==> config.mk <==
export PLATFORM = sky130hd
export DESIGN_NAME = casf_status_top
export DESIGN_NICKNAME = d
export VERILOG_FILES = /design/src/design/casf_pkg.sv /design/src/design/casf_alu_flags.sv /design/src/design/casf_prio_level.sv /design/src/design/casf_status_top.sv
export SDC_FILE = /design/constraint.sdc
export NUM_CORES = 1
export LEC_CHECK = 0
export ABC_AREA = 1
export BUFFER_PORTS_ARGS = -buffer_cell sky130_fd_sc_hd__buf_2
export CORE_UTILIZATION = 42
export CTS_BUF_LIST = sky130_fd_sc_hd__clkbuf_16
export DETAILED_ROUTE_END_ITERATION = 10
export PLACE_DENSITY = 0.83
export SYNTH_ARGS = -nofsm -noshare
export SYNTH_HDL_FRONTEND = slang
export SYNTH_SLANG_ARGS = --single-unit
export TNS_END_PERCENT = 20
==> constraint.sdc <==
create_clock -name pclk -period 1.4 [get_ports pclk]
set_input_delay 0.14 -clock pclk [delete_from_list [all_inputs] [get_ports pclk]]
set_output_delay 0.14 -clock pclk [all_outputs]
set_load 0.02 [all_outputs]
==> src/design/casf_pkg.sv <==
// Purpose: Shared constants for the ALU status word block
// Assumes: APB slave, 32-bit data, 16-bit registers in the low half
// Notes: Offsets are byte addresses of aligned words
package casf_pkg;
	localparam int APB_AW = 8;
	localparam int WORD_W = 16;
	// Register byte offsets
	localparam logic [APB_AW-1:0] STATUS_OFS = 8'h00;
	localparam logic [APB_AW-1:0] CORE_CTRL_OFS = 8'h04;
	// Status word field positions
	localparam int DIGIT_CARRY_BIT = 8;
	localparam int PRIO_LSB = 5;
	localparam int PRIO_MSB = 7;
	localparam int REPEAT_BIT = 4;
	localparam int NEG_BIT = 3;
	localparam int OVERFLOW_BIT = 2;
	localparam int ZERO_BIT = 1;
	localparam int CARRY_BIT = 0;
	// Core control word field position
	localparam int PRIO_TOP_POS = 3;
	// Reset values
	localparam logic [WORD_W-1:0] STATUS_RST = 16'h0000;
	localparam logic [WORD_W-1:0] CORE_CTRL_RST = 16'h0000;
	// Priority field value that shuts out user interrupts
	localparam logic [2:0] PRIO_ALL_ONES = 3'h7;
	// Flag enable vector positions for an ALU operation
	localparam int FEN_CARRY = 0;
	localparam int FEN_ZERO = 1;
	localparam int FEN_OVERFLOW = 2;
	localparam int FEN_NEG = 3;
	localparam int FEN_DIGIT = 4;
	localparam int FEN_W = 5;
	// APB slave phase, Gray coded
	typedef enum logic [1:0]
	{
		APB_IDLE = 2'b00,
		APB_ACCESS = 2'b01
	} casf_apb_e;
endpackage

==> src/design/casf_alu_flags.sv <==
// Purpose: Computes sum and arithmetic flags of one ALU operation
// Assumes: Subtract is a + ~b + carry in, carry set means no borrow
// Notes: Pure combinational; byte mode works on the low eight bits
`timescale 1ns/1ns
`default_nettype none
module casf_alu_flags
(
	input wire logic [15:0] opa,
	input wire logic [15:0] opb,
	input wire logic cin,
	input wire logic sub,
	input wire logic byte_mode,
	output logic [15:0] result,
	output logic digit_carry,
	output logic neg,
	output logic overflow,
	output logic zero,
	output logic carry
);
	logic [15:0] b_eff;
	logic [4:0] nib_sum;
	logic [8:0] byte_sum;
	logic [16:0] word_sum;

	// Three adder widths give the nibble, byte and word carry-outs
	always_comb
	begin
		b_eff = sub ? ~opb : opb;
		nib_sum = {1'b0, opa[3:0]} + {1'b0, b_eff[3:0]} + {4'h0, cin};
		byte_sum = {1'b0, opa[7:0]} + {1'b0, b_eff[7:0]} + {8'h00, cin};
		word_sum = {1'b0, opa} + {1'b0, b_eff} + {16'h0000, cin};
		if (byte_mode)
		begin
			result = {8'h00, byte_sum[7:0]};
			carry = byte_sum[8]; // see [RULE9]
			digit_carry = nib_sum[4]; // see [RULE1]
			neg = byte_sum[7]; // see [RULE11]
			overflow = (opa[7] == b_eff[7]) && (byte_sum[7] != opa[7]); // see [RULE6]
			zero = (byte_sum[7:0] == 8'h00);
		end
		else
		begin
			result = word_sum[15:0];
			carry = word_sum[16]; // see [RULE9]
			digit_carry = byte_sum[8]; // see [RULE1]
			neg = word_sum[15]; // see [RULE11]
			overflow = (opa[15] == b_eff[15]) && (word_sum[15] != opa[15]); // see [RULE6]
			zero = (word_sum[15:0] == 16'h0000);
		end
	end
endmodule
`default_nettype wire

==> src/design/casf_prio_level.sv <==
// Purpose: Forms the four-bit CPU priority level from its two parts
// Assumes: Field and top bit are next-state values of registers on the same clock
// Notes: Combinational; the caller registers the outputs
`timescale 1ns/1ns
`default_nettype none
module casf_prio_level
	import casf_pkg::*;
(
	input wire logic [2:0] field,
	input wire logic top,
	output logic [3:0] level,
	output logic user_off
);
	// Plain binary level, top bit lifts 0..7 to 8..15
	always_comb
	begin
		level = {top, field}; // see [RULE3] see [RULE4]
		user_off = (field == PRIO_ALL_ONES); // see [RULE2]
	end
endmodule
`default_nettype wire

==> src/design/casf_status_top.sv <==
// Purpose: ALU status word with priority field, reached over APB
// Assumes: ALU operation inputs and repeat_busy come from pclk logic
// Notes: An ALU operation wins over a software write to the same flag, except a zero flag held by op_z_keep on a zero result takes the write
//
// How it works
// [RULE1] Digit carry is carry out of bit 3 (byte) or bit 7 (word).
// [RULE2] Priority field bits 7..5 is CPU level; all ones disables user interrupts.
// [RULE3] Priority field is a plain binary level number, 000 to 111.
// [RULE4] Top priority bit sits above the field, making levels 8 to 15.
// [RULE5] Bit 4 is read-only and high while a repeat loop runs.
// [RULE6] Bit 2 shows signed two's-complement overflow of the last operation.
// [RULE7] Zero flag stays set until an affecting operation gives nonzero.
// [RULE8] Zero flag clears when the latest affecting operation gives nonzero.
// [RULE9] Bit 0 shows carry out of the result's most significant bit.
// [RULE10] Bits 15..9 read zero and ignore writes.
// [RULE11] Bit 3 shows a negative result, clear for zero or positive.
// [RULE12] Every implemented status bit clears on reset.
//
// The APB register port and the register offsets are this design's own decisions.
`timescale 1ns/1ns
`default_nettype none
module casf_status_top
	import casf_pkg::*;
(
	input wire logic pclk,
	input wire logic presetn,
	input wire logic psel,
	input wire logic penable,
	input wire logic pwrite,
	input wire logic [casf_pkg::APB_AW-1:0] paddr,
	input wire logic [31:0] pwdata,
	input wire logic [3:0] pstrb,
	output logic [31:0] prdata,
	output logic pready,
	output logic pslverr,
	input wire logic op_valid,
	input wire logic op_sub,
	input wire logic op_byte,
	input wire logic op_cin,
	input wire logic op_z_keep,
	input wire logic [casf_pkg::FEN_W-1:0] op_flag_en,
	input wire logic [15:0] op_a,
	input wire logic [15:0] op_b,
	input wire logic repeat_busy,
	input wire logic prio_wr_lock,
	output logic [15:0] op_result,
	output logic [15:0] status_word,
	output logic [3:0] cpu_level,
	output logic user_int_off
);
	import casf_pkg::*;

	// Status word fields
	logic digit_carry_flag_q;
	logic digit_carry_flag_d;
	logic [2:0] cpu_priority_field_q;
	logic [2:0] cpu_priority_field_d;
	logic repeat_active_flag_q;
	logic repeat_active_flag_d;
	logic neg_flag_q;
	logic neg_flag_d;
	logic signed_overflow_flag_q;
	logic signed_overflow_flag_d;
	logic zero_flag_q;
	logic zero_flag_d;
	logic carry_flag_q;
	logic carry_flag_d;
	// Core control word field
	logic priority_top_bit_q;
	logic priority_top_bit_d;
	// Registered outputs
	logic [15:0] op_result_q;
	logic [15:0] op_result_d;
	logic [15:0] status_word_q;
	logic [15:0] status_word_d;
	logic [3:0] cpu_level_q;
	logic [3:0] cpu_level_d;
	logic user_int_off_q;
	logic user_int_off_d;
	// APB slave state
	casf_apb_e apb_state_q;
	casf_apb_e apb_state_d;
	logic [31:0] prdata_q;
	logic [31:0] prdata_d;
	logic pready_q;
	logic pready_d;
	logic pslverr_q;
	logic pslverr_d;
	// Decode and datapath nets
	logic hit_status;
	logic hit_core;
	logic setup_phase;
	logic access_done;
	logic sw_write;
	logic [15:0] read_word;
	logic [15:0] alu_result;
	logic alu_digit;
	logic alu_neg;
	logic alu_overflow;
	logic alu_zero;
	logic alu_carry;
	logic [3:0] level_next;
	logic user_off_next;

	// Adder and flag generation for the current operation
	casf_alu_flags u_flags
	(
		.opa(op_a),
		.opb(op_b),
		.cin(op_cin),
		.sub(op_sub),
		.byte_mode(op_byte),
		.result(alu_result),
		.digit_carry(alu_digit),
		.neg(alu_neg),
		.overflow(alu_overflow),
		.zero(alu_zero),
		.carry(alu_carry)
	);

	// Level is formed from next values so it lines up with the word
	casf_prio_level u_prio
	(
		.field(cpu_priority_field_d),
		.top(priority_top_bit_d),
		.level(level_next),
		.user_off(user_off_next)
	);

	// Address decode; anything else answers with an error
	always_comb
	begin
		hit_status = (paddr == STATUS_OFS);
		hit_core = (paddr == CORE_CTRL_OFS);
		setup_phase = psel && !penable && (apb_state_q == APB_IDLE);
		access_done = psel && penable && pready_q && (apb_state_q == APB_ACCESS);
		sw_write = access_done && pwrite && !pslverr_q;
	end

	// Read mux; unimplemented bits come back as zero
	always_comb
	begin
		read_word = 16'h0000;
		if (hit_status)
		begin
			read_word = status_word_q; // see [RULE10]
		end
		else if (hit_core)
		begin
			read_word[PRIO_TOP_POS] = priority_top_bit_q;
		end
	end

	// APB phases: one setup, one access cycle with pready high
	always_comb
	begin
		apb_state_d = apb_state_q;
		prdata_d = prdata_q;
		pready_d = pready_q;
		pslverr_d = pslverr_q;
		case (apb_state_q)
			APB_IDLE:
			begin
				if (setup_phase)
				begin
					apb_state_d = APB_ACCESS;
					pready_d = 1'b1;
					pslverr_d = !(hit_status || hit_core);
					// Read data is captured at setup, a same-cycle flag change is missed
					prdata_d = pwrite ? 32'h0000_0000 : {16'h0000, read_word};
				end
			end
			APB_ACCESS:
			begin
				// Leave after the handshake edge, or if the master drops the transfer
				apb_state_d = APB_IDLE;
				pready_d = 1'b0;
				pslverr_d = 1'b0;
				prdata_d = 32'h0000_0000;
			end
			default:
			begin
				apb_state_d = APB_IDLE;
				pready_d = 1'b0;
				pslverr_d = 1'b0;
				prdata_d = 32'h0000_0000;
			end
		endcase
	end

	// Flag update: software write first, then the ALU overrides its flags
	always_comb
	begin
		digit_carry_flag_d = digit_carry_flag_q;
		cpu_priority_field_d = cpu_priority_field_q;
		neg_flag_d = neg_flag_q;
		signed_overflow_flag_d = signed_overflow_flag_q;
		zero_flag_d = zero_flag_q;
		carry_flag_d = carry_flag_q;
		priority_top_bit_d = priority_top_bit_q;
		op_result_d = op_result_q;
		// Repeat flag follows the loop sequencer, software cannot write it
		repeat_active_flag_d = repeat_busy; // see [RULE5]
		if (sw_write && hit_status)
		begin
			// Upper byte lane carries only the digit carry bit
			if (pstrb[1])
			begin
				digit_carry_flag_d = pwdata[DIGIT_CARRY_BIT]; // see [RULE10]
			end
			if (pstrb[0])
			begin
				// Nesting lock freezes the priority field against writes
				if (!prio_wr_lock)
				begin
					cpu_priority_field_d = pwdata[PRIO_MSB:PRIO_LSB]; // see [RULE2]
				end
				neg_flag_d = pwdata[NEG_BIT];
				signed_overflow_flag_d = pwdata[OVERFLOW_BIT];
				zero_flag_d = pwdata[ZERO_BIT];
				carry_flag_d = pwdata[CARRY_BIT];
			end
		end
		if (sw_write && hit_core && pstrb[0])
		begin
			priority_top_bit_d = pwdata[PRIO_TOP_POS]; // see [RULE4]
		end
		if (op_valid)
		begin
			op_result_d = alu_result;
			if (op_flag_en[FEN_DIGIT])
			begin
				digit_carry_flag_d = alu_digit; // see [RULE1]
			end
			if (op_flag_en[FEN_NEG])
			begin
				neg_flag_d = alu_neg; // see [RULE11]
			end
			if (op_flag_en[FEN_OVERFLOW])
			begin
				signed_overflow_flag_d = alu_overflow; // see [RULE6]
			end
			if (op_flag_en[FEN_CARRY])
			begin
				carry_flag_d = alu_carry; // see [RULE9]
			end
			if (op_flag_en[FEN_ZERO])
			begin
				// Multi-word ops keep a set flag on a zero part result
				if (!alu_zero)
				begin
					zero_flag_d = 1'b0; // see [RULE8]
				end
				else if (!op_z_keep)
				begin
					zero_flag_d = 1'b1; // see [RULE7]
				end
			end
		end
	end

	// Assemble the visible word and the priority outputs
	always_comb
	begin
		status_word_d = STATUS_RST; // see [RULE10]
		status_word_d[DIGIT_CARRY_BIT] = digit_carry_flag_d;
		status_word_d[PRIO_MSB:PRIO_LSB] = cpu_priority_field_d;
		status_word_d[REPEAT_BIT] = repeat_active_flag_d;
		status_word_d[NEG_BIT] = neg_flag_d;
		status_word_d[OVERFLOW_BIT] = signed_overflow_flag_d;
		status_word_d[ZERO_BIT] = zero_flag_d;
		status_word_d[CARRY_BIT] = carry_flag_d;
		cpu_level_d = level_next;
		user_int_off_d = user_off_next;
	end

	// Flag and output registers, all cleared at reset
	always_ff @(posedge pclk or negedge presetn)
	begin
		if (!presetn)
		begin
			digit_carry_flag_q <= STATUS_RST[DIGIT_CARRY_BIT]; // see [RULE12]
			cpu_priority_field_q <= STATUS_RST[PRIO_MSB:PRIO_LSB];
			repeat_active_flag_q <= STATUS_RST[REPEAT_BIT];
			neg_flag_q <= STATUS_RST[NEG_BIT];
			signed_overflow_flag_q <= STATUS_RST[OVERFLOW_BIT];
			zero_flag_q <= STATUS_RST[ZERO_BIT];
			carry_flag_q <= STATUS_RST[CARRY_BIT];
			priority_top_bit_q <= CORE_CTRL_RST[PRIO_TOP_POS];
			op_result_q <= 16'h0000;
			status_word_q <= STATUS_RST;
			cpu_level_q <= 4'h0;
			user_int_off_q <= 1'b0;
		end
		else
		begin
			digit_carry_flag_q <= digit_carry_flag_d;
			cpu_priority_field_q <= cpu_priority_field_d;
			repeat_active_flag_q <= repeat_active_flag_d;
			neg_flag_q <= neg_flag_d;
			signed_overflow_flag_q <= signed_overflow_flag_d;
			zero_flag_q <= zero_flag_d;
			carry_flag_q <= carry_flag_d;
			priority_top_bit_q <= priority_top_bit_d;
			op_result_q <= op_result_d;
			status_word_q <= status_word_d;
			cpu_level_q <= cpu_level_d;
			user_int_off_q <= user_int_off_d;
		end
	end

	// APB registers
	always_ff @(posedge pclk or negedge presetn)
	begin
		if (!presetn)
		begin
			apb_state_q <= APB_IDLE;
			prdata_q <= 32'h0000_0000;
			pready_q <= 1'b0;
			pslverr_q <= 1'b0;
		end
		else
		begin
			apb_state_q <= apb_state_d;
			prdata_q <= prdata_d;
			pready_q <= pready_d;
			pslverr_q <= pslverr_d;
		end
	end

	// Outputs straight from flip-flops
	assign prdata = prdata_q;
	assign pready = pready_q;
	assign pslverr = pslverr_q;
	assign op_result = op_result_q;
	assign status_word = status_word_q;
	assign cpu_level = cpu_level_q;
	assign user_int_off = user_int_off_q;
endmodule
`default_nettype wire

Yosys cells after proc, flatten, opt, wreduce, memory -nomap -nowiden
Index checks and enable logic that the tools add are counted.
{"block": "totals", "ff_bits": 75, "elab_cells": 96}
{"block": "op_classes", "n_addsub": 6, "n_eq_ne": 8, "n_mux": 46, "bitwise": 1, "reduce_logical": 20}
{"op": "$mux 32", "n": 2}
{"op": "$mux 16", "n": 3}
{"op": "$mux 1", "n": 34}
{"op": "$add 16x16->17", "n": 1}
{"op": "$add 17x1->17", "n": 1}
{"op": "$logic_not 16->1", "n": 1}
{"op": "$logic_not 8->1", "n": 2}
{"op": "$not 16->16", "n": 1}
{"op": "$logic_and 1x1->1", "n": 12}
{"op": "$mux 3", "n": 4}
{"op": "$add 8x8->9", "n": 1}
{"op": "$add 9x1->9", "n": 1}
{"op": "$eq 8x3->1 const B", "n": 1}
{"op": "$add 4x4->5", "n": 1}
{"op": "$add 5x1->5", "n": 1}
{"op": "$mux 5", "n": 1}
{"op": "$mux 2", "n": 2}
{"op": "$eq 3x3->1 const B", "n": 1}
{"op": "$logic_not 1->1", "n": 3}
{"op": "$eq 1x1->1", "n": 2}
{"op": "$eq 2x1->1 const B", "n": 1}
{"op": "$logic_not 2->1", "n": 1}
{"op": "$ne 1x1->1", "n": 2}
{"op": "$ne 2x2->1 const B", "n": 1}
{"op": "$logic_or 1x1->1", "n": 1}

Logic depth before layout (Yosys ltp)
{"block": "logic_depth", "word_depth": 11, "ltp_mapped": 19, "ltp_nobuf": 17}

Modules after synthesis
From an unflattened synthesis, not the netlist that was laid out.
{"block": "unflattened", "cells_unflattened": 466, "hier_area_um2": 3467.1}
{"mod": "casf_status_top", "instances": 1, "cells_per_inst": 203, "area_each_um2": 1999.4, "seq_area_each_um2": 1051.0}
{"mod": "casf_alu_flags", "instances": 1, "cells_per_inst": 256, "area_each_um2": 1423.9, "seq_area_each_um2": 0.0}
{"mod": "casf_prio_level", "instances": 1, "cells_per_inst": 7, "area_each_um2": 43.8, "seq_area_each_um2": 0.0}

Worst setup path after synthesis
OpenSTA, ideal clock, no wires.
{"block": "synth_path", "kind": "input-to-reg", "start": "in op_sub", "end": "reg status_word_q[1] (netlist: status_word[1])", "arrival_ps": 2330, "setup_slack_ps": -1007, "cell_stages": 19, "path_cell_list": "clkbuf_1 > buf_1 > xor2_1 > ha_1 > nand2_1 > inv_1 > nand2_1 > nand2_1 > inv_1 > nand2_1 > nand2_1 > nand2_1 > nand2_1 > nand3_1 > nor2_1 > nand2_1 > nand2_1 > nand2_1 > a21oi_1"}
{"block": "synth_via", "elab_chain_cells": 8, "elab_cells_between_ends": 11, "classes_between": "4 x add/sub; 5 x mux; 2 x reduce/logical"}
{"item": "start, declared", "line": "casf_status_top.sv:37", "rtl": "input wire logic op_sub,"}
{"item": "$mux 16 *", "line": "casf_alu_flags.sv:28", "rtl": "b_eff = sub ? ~opb : opb;"}
{"item": "$add 16x16->17 / $add 8x8->9 (equally long branches)", "line": "casf_alu_flags.sv:31, casf_alu_flags.sv:30"}
{"item": "$add 17x1->17 / $add 9x1->9 (equally long branches)", "line": "casf_alu_flags.sv:31, casf_alu_flags.sv:30"}
{"item": "$logic_not 16->1 / $logic_not 8->1 (equally long branches)", "line": "casf_alu_flags.sv:48, casf_alu_flags.sv:39"}
{"item": "$mux 1 *", "line": "casf_alu_flags.sv:32", "rtl": "if (byte_mode)"}
{"item": "$mux 1 *", "line": "casf_status_top.sv:250", "rtl": "if (!alu_zero)"}
{"item": "$mux 1 *", "line": "casf_status_top.sv:247", "rtl": "if (op_flag_en[FEN_ZERO])"}
{"item": "$mux 1 *", "line": "casf_status_top.sv:228", "rtl": "if (op_valid)"}
{"item": "net zero_flag_d", "line": "casf_status_top.sv:65", "rtl": "logic zero_flag_d;"}
{"item": "end signal, assigned", "line": "casf_status_top.sv:306", "rtl": "status_word_q <= status_word_d;"}
{"item": "end, declared", "line": "casf_status_top.sv:74", "rtl": "logic [15:0] status_word_q;"}
Mark *: on every way through the listed nets, which the timed path passes. The rest lies on a longest branch.
A chain may end at the register's enable or synchronous reset.

Final worst setup path
{"block": "layout_path", "start": "in op_b[0]", "end": "reg status_word_q[1] (netlist: status_word[1])"}
{"block": "layout_via", "elab_chain_cells": 9, "elab_cells_between_ends": 12, "classes_between": "4 x add/sub; 5 x mux; 1 x bitwise; 2 x reduce/logical"}
{"item": "start, declared", "line": "casf_status_top.sv:43", "rtl": "input wire logic [15:0] op_b,"}
{"item": "$not 16->16", "line": "casf_alu_flags.sv:28"}
{"item": "$mux 16 *", "line": "casf_alu_flags.sv:28"}
{"item": "$add 16x16->17 / $add 8x8->9 (equally long branches)", "line": "casf_alu_flags.sv:31, casf_alu_flags.sv:30"}
{"item": "$add 17x1->17 / $add 9x1->9 (equally long branches)", "line": "casf_alu_flags.sv:31, casf_alu_flags.sv:30"}
{"item": "$logic_not 16->1 / $logic_not 8->1 (equally long branches)", "line": "casf_alu_flags.sv:48, casf_alu_flags.sv:39"}
{"item": "$mux 1 *", "line": "casf_alu_flags.sv:32"}
{"item": "$mux 1 *", "line": "casf_status_top.sv:250"}
{"item": "$mux 1 *", "line": "casf_status_top.sv:247"}
{"item": "$mux 1 *", "line": "casf_status_top.sv:228"}
{"item": "net zero_flag_d", "line": "casf_status_top.sv:65"}
Marked as above.

==> run_results.csv <==
group,metric,value,unit
logic_synthesis,synthArstFlopShare,100,%
logic_synthesis,synthTopCellsByArea,"dfrtp_1 (31%), nand2_1 (16%), buf_4 (9.4%)",
placement,place_hpwl,6510,µm
global_routing,gr-total-overflow,0,
logic_synthesis,synth_edf_count,0,
sta,rsz0062_at_grt,"true",
detailed_routing,vias,3220,
min_path,hold_class,"input port to flop",
power_and_ir_drop,seqPwrFrac,29.0,%
logic_synthesis,yosys.area.top_type_share,30.5,%
cts,numClockSinks,38,
critical_path,path_cells,"buf_6 -> xor2_2 -> fa_2 -> fa_2 -> buf_4 -> nand3_1 -> nand4_1 -> nand2_2 -> nand3_1 -> nor2_1 -> nand2_1 -> nand2_1 -> nand2_2 -> a21oi_2",
power_and_ir_drop,p_int,2.90,mW
logic_synthesis,syn_area_per_cell,7.12,µm²
cts,cts_max_level,2,
global_routing,grt_pass1_wl,12800,µm
placement,placed_cells,682,
logic_synthesis,synth-warning-count,0,
sta,min_period_over_period,141,%
layout,insertedDiodeCount,0,
critical_path,crit_slowest_cell,"fa_2",
power_and_ir_drop,p_leak,2.53,nW
cts,clk_path_buf_depth,2,
power_and_ir_drop,p_switching,1.81,mW
power_and_ir_drop,power_frac_clock,21.9,%
power_and_ir_drop,switching_share,38.4,%
placement,portBuffers,107,
floorplanning,rows,31,
logic_synthesis,ys_ff_latch,38,
layout,final_nets,710,
floorplanning,core,7210,µm²
detailed_routing,firstDrtPassIters,6,
floorplanning,die_h,88.1,µm
power_and_ir_drop,p_comb_share,49.1,%
sta,clock.fmax,0.506,GHz
floorplanning,ioPinCount,164,
logic_synthesis,ys_types,38,
logic_synthesis,seq_area_frac_synth,30.5,%
critical_path,worst_ep_required_time,1.60,ns
layout,stdcell_count,700,
logic_synthesis,synthCells,438,
critical_path,worst_setup_path_start_kind,"input port",
cts,cts_buffers,5,
layout,syn2layout_area_growth,45.6,%
critical_path,worstSetupPathType,"input port to flop",
detailed_routing,detail_route.wl_per_cell,11.6,µm
critical_path,cp.arrival,2.18,ns
run,maxCapViolations,0,
floorplanning,start_util,43.2,%
global_routing,antenna_found_initial,0,
critical_path,path_delay_family,"adder cells",
detailed_routing,drc,0,
status,violations,"negative setup slack",
cts,clk_root_buffer_cell,"clkbuf_16",
detailed_routing,drt_iter0_drc,130,
global_routing,grt_pass1_vias,2945,
logic_synthesis,synth_area_leader_cell,"dfrtp_1",
placement,routabilityCongestion,0.867,
logic_synthesis,synth_area,3120,µm²
power_and_ir_drop,power_density,1040,nW/µm²
cts,clk_pin_slew,0.05,ns
power_and_ir_drop,ir_worst_vdd,0.537,mV
critical_path,cpPeakStageDelay,0.44,ns
sta,hold_slack,0.0879,ns
cts,cts_tree,"built",
detailed_routing,ant_nets,0,
global_routing,grt_max_degree,39,
detailed_routing,viasPerCell,4.60,
global_routing,grtUsageTotal,21.0,%
sta,slew_viol_final,0,
status,status,"finished with violations",
critical_path,path_max_fanout,4,
sta,setup_viol,20,
sta,timing.final.ws_setup,-0.575,ns
sta,period_needed,1.98,ns
critical_path,worstSetupEndpointType,"flop",
sta,clock_skew,0.00488,ns
layout,drive_gt1_share,41.4,%
cts,clkLatencyLatePin,0.27,ns
detailed_routing,totalWireLength,8140,µm
logic_synthesis,ys.flop_type,"dfrtp_1",
floorplanning,die_w,88.1,µm
floorplanning,dieArea,7770,µm²
critical_path,worst-path-buf-inv,2,
sta,hold_viol,0,
final cells by class:
class,count,area [µm²]
tap,99,124
multi-input combinational,325,2020
sequential,38,951
fill,637,2680
timing repair buffer,171,1090
inverter,59,221
clock buffer,5,125
clock inverter,3,11.3
registers in the layout, indices dropped and copies added (netlist names):
name and count:
prdata 9, pslverr 1, status_word 6, user_int_off 1, apb_state_q 1, cpu_level 4, op_result 16
repair_timing:
item,in CTS,in global routing
gates cloned,1,0
resized for setup,45,43
setup endpoints to repair,20,25
hold buffers,2,0
pin swaps,30,26
hold endpoints to repair,39,0
buffers inserted,3,5
power groups by stage:
stage	Sequential [mW]	Clock [mW]	Combinational [mW]
3_5_place_dp	1.38	0	1.98
5_1_grt	1.38	1.09	2.55
4_1_cts	1.36	1.04	2.13
6_report	1.37	1.03	2.31
2_1_floorplan	1.52	0	1.06
3_3_place_gp	1.37	0	1.95
cell usage after synthesis (2+ instances only):
| cell | count |
|---|---|
| a21oi_1 | 14 |
| o31ai_1 | 2 |
| o21ai_2 | 3 |
| a32oi_1 | 2 |
| o21ai_0 | 19 |
| clkbuf_1 | 5 |
| xnor2_1 | 3 |
| dfrtp_1 | 38 |
| and2_1 | 3 |
| fa_1 | 2 |
| xor2_1 | 19 |
| nand4_1 | 5 |
| nor2_1 | 25 |
| nor3_1 | 2 |
| a32o_1 | 4 |
| nand3_1 | 22 |
| nand2_1 | 137 |
| ha_1 | 15 |
| o21ai_1 | 4 |
| inv_1 | 58 |
| buf_4 | 39 |
cells by family (layout without fill, tap and decap cells):
kind of cell / count (synthesis) / count (layout) / share of synthesized area [%]
and+or+nand+nor: 203 / 203 / 28.3
buffers and inverters: 104 / 238 / 17.2
AOI/OAI and AO/OA: 53 / 53 / 10.4
DFF: 38 / 38 / 30.5
xor gates and xnor gates: 22 / 22 / 6.18
adders and majority gates: 17 / 17 / 7.31
other: 1 / 30 / 0.120
through the flow:
step	setup TNS (ns)	worst slack [ns]	utilization, %	instance area (µm²)	power [mW]
global placement	-11.81	-0.822	55.6	4010	3.32
floorplan	-8.01	-0.749	-	3270	2.58
CTS	-4.79	-0.503	60.5	4360	4.54
detailed placement	-12.69	-0.879	55.6	4010	3.36
finish	-5.22	-0.575	62.9	4540	4.71
global route	-7.20	-0.675	62.9	4540	5.03
per-layer routing:
metal	global-route usage (%)	part of all wire [%]	vias to the layer above
met4	5.28	0.63	0
met2	41.0	53	104
met3	2.07	4.4	4
met1	24.4	42	1463
li1	-	-	1649
met5	0	0	-
placed cells by master, fill, tap and decap left out, types with 3 or more instances in the layout:
cell | netlist | routed
xor2_1 | 19 | 15
a32o_1 | 4 | 4
buf_4 | 39 | 57
o21ai_2 | 3 | 7
buf_6 | 0 | 4
o21ai_0 | 19 | 9
nand2_2 | 0 | 23
nor2_4 | 0 | 3
clkbuf_16 | 0 | 5
dfrtp_1 | 38 | 38
ha_1 | 15 | 14
clkinv_1 | 1 | 4
buf_2 | 0 | 105
nor2_1 | 25 | 17
nor2_2 | 0 | 5
nand2_1 | 137 | 112
nand3_1 | 22 | 17
nand4_1 | 5 | 5
xor2_2 | 0 | 4
a21oi_2 | 0 | 8
o21ai_1 | 4 | 10
inv_2 | 0 | 6
inv_1 | 58 | 52
nand3_2 | 0 | 4
a21oi_1 | 14 | 6
conb_1 | 1 | 30
worst min-delay path, delay by kind of cell:
kind / cells / cell delay (ns)
buffers and inverters: 1 / 0.07
and+or+nand+nor: 1 / 0.05
AOI/OAI and AO/OA: 1 / 0.06
final timing paths:
check | startpoint | end | slack [ns] | depth (start not counted)
worst max-delay path | op_b[0] | status_word[1]$_DFF_PN0_ | -0.58 | 14
worst min-delay path | pwdata[5] | cpu_level[0]$_DFF_PN0_ | 0.09 | 3
worst max register to register | apb_state_q[0]$_DFFE_PN0P_ | user_int_off$_DFF_PN0_ | -0.02 | 7
worst min register to register | op_result[1]$_DFFE_PN0P_ | op_result[1]$_DFFE_PN0P_ | 0.48 | 2
max in group asynchronous | presetn | apb_state_q[0]$_DFFE_PN0P_ | 0.62 | 3
min in group asynchronous | presetn | user_int_off$_DFF_PN0_ | 0.45 | 3
Note: power is estimated with default switching activity, not from simulation.
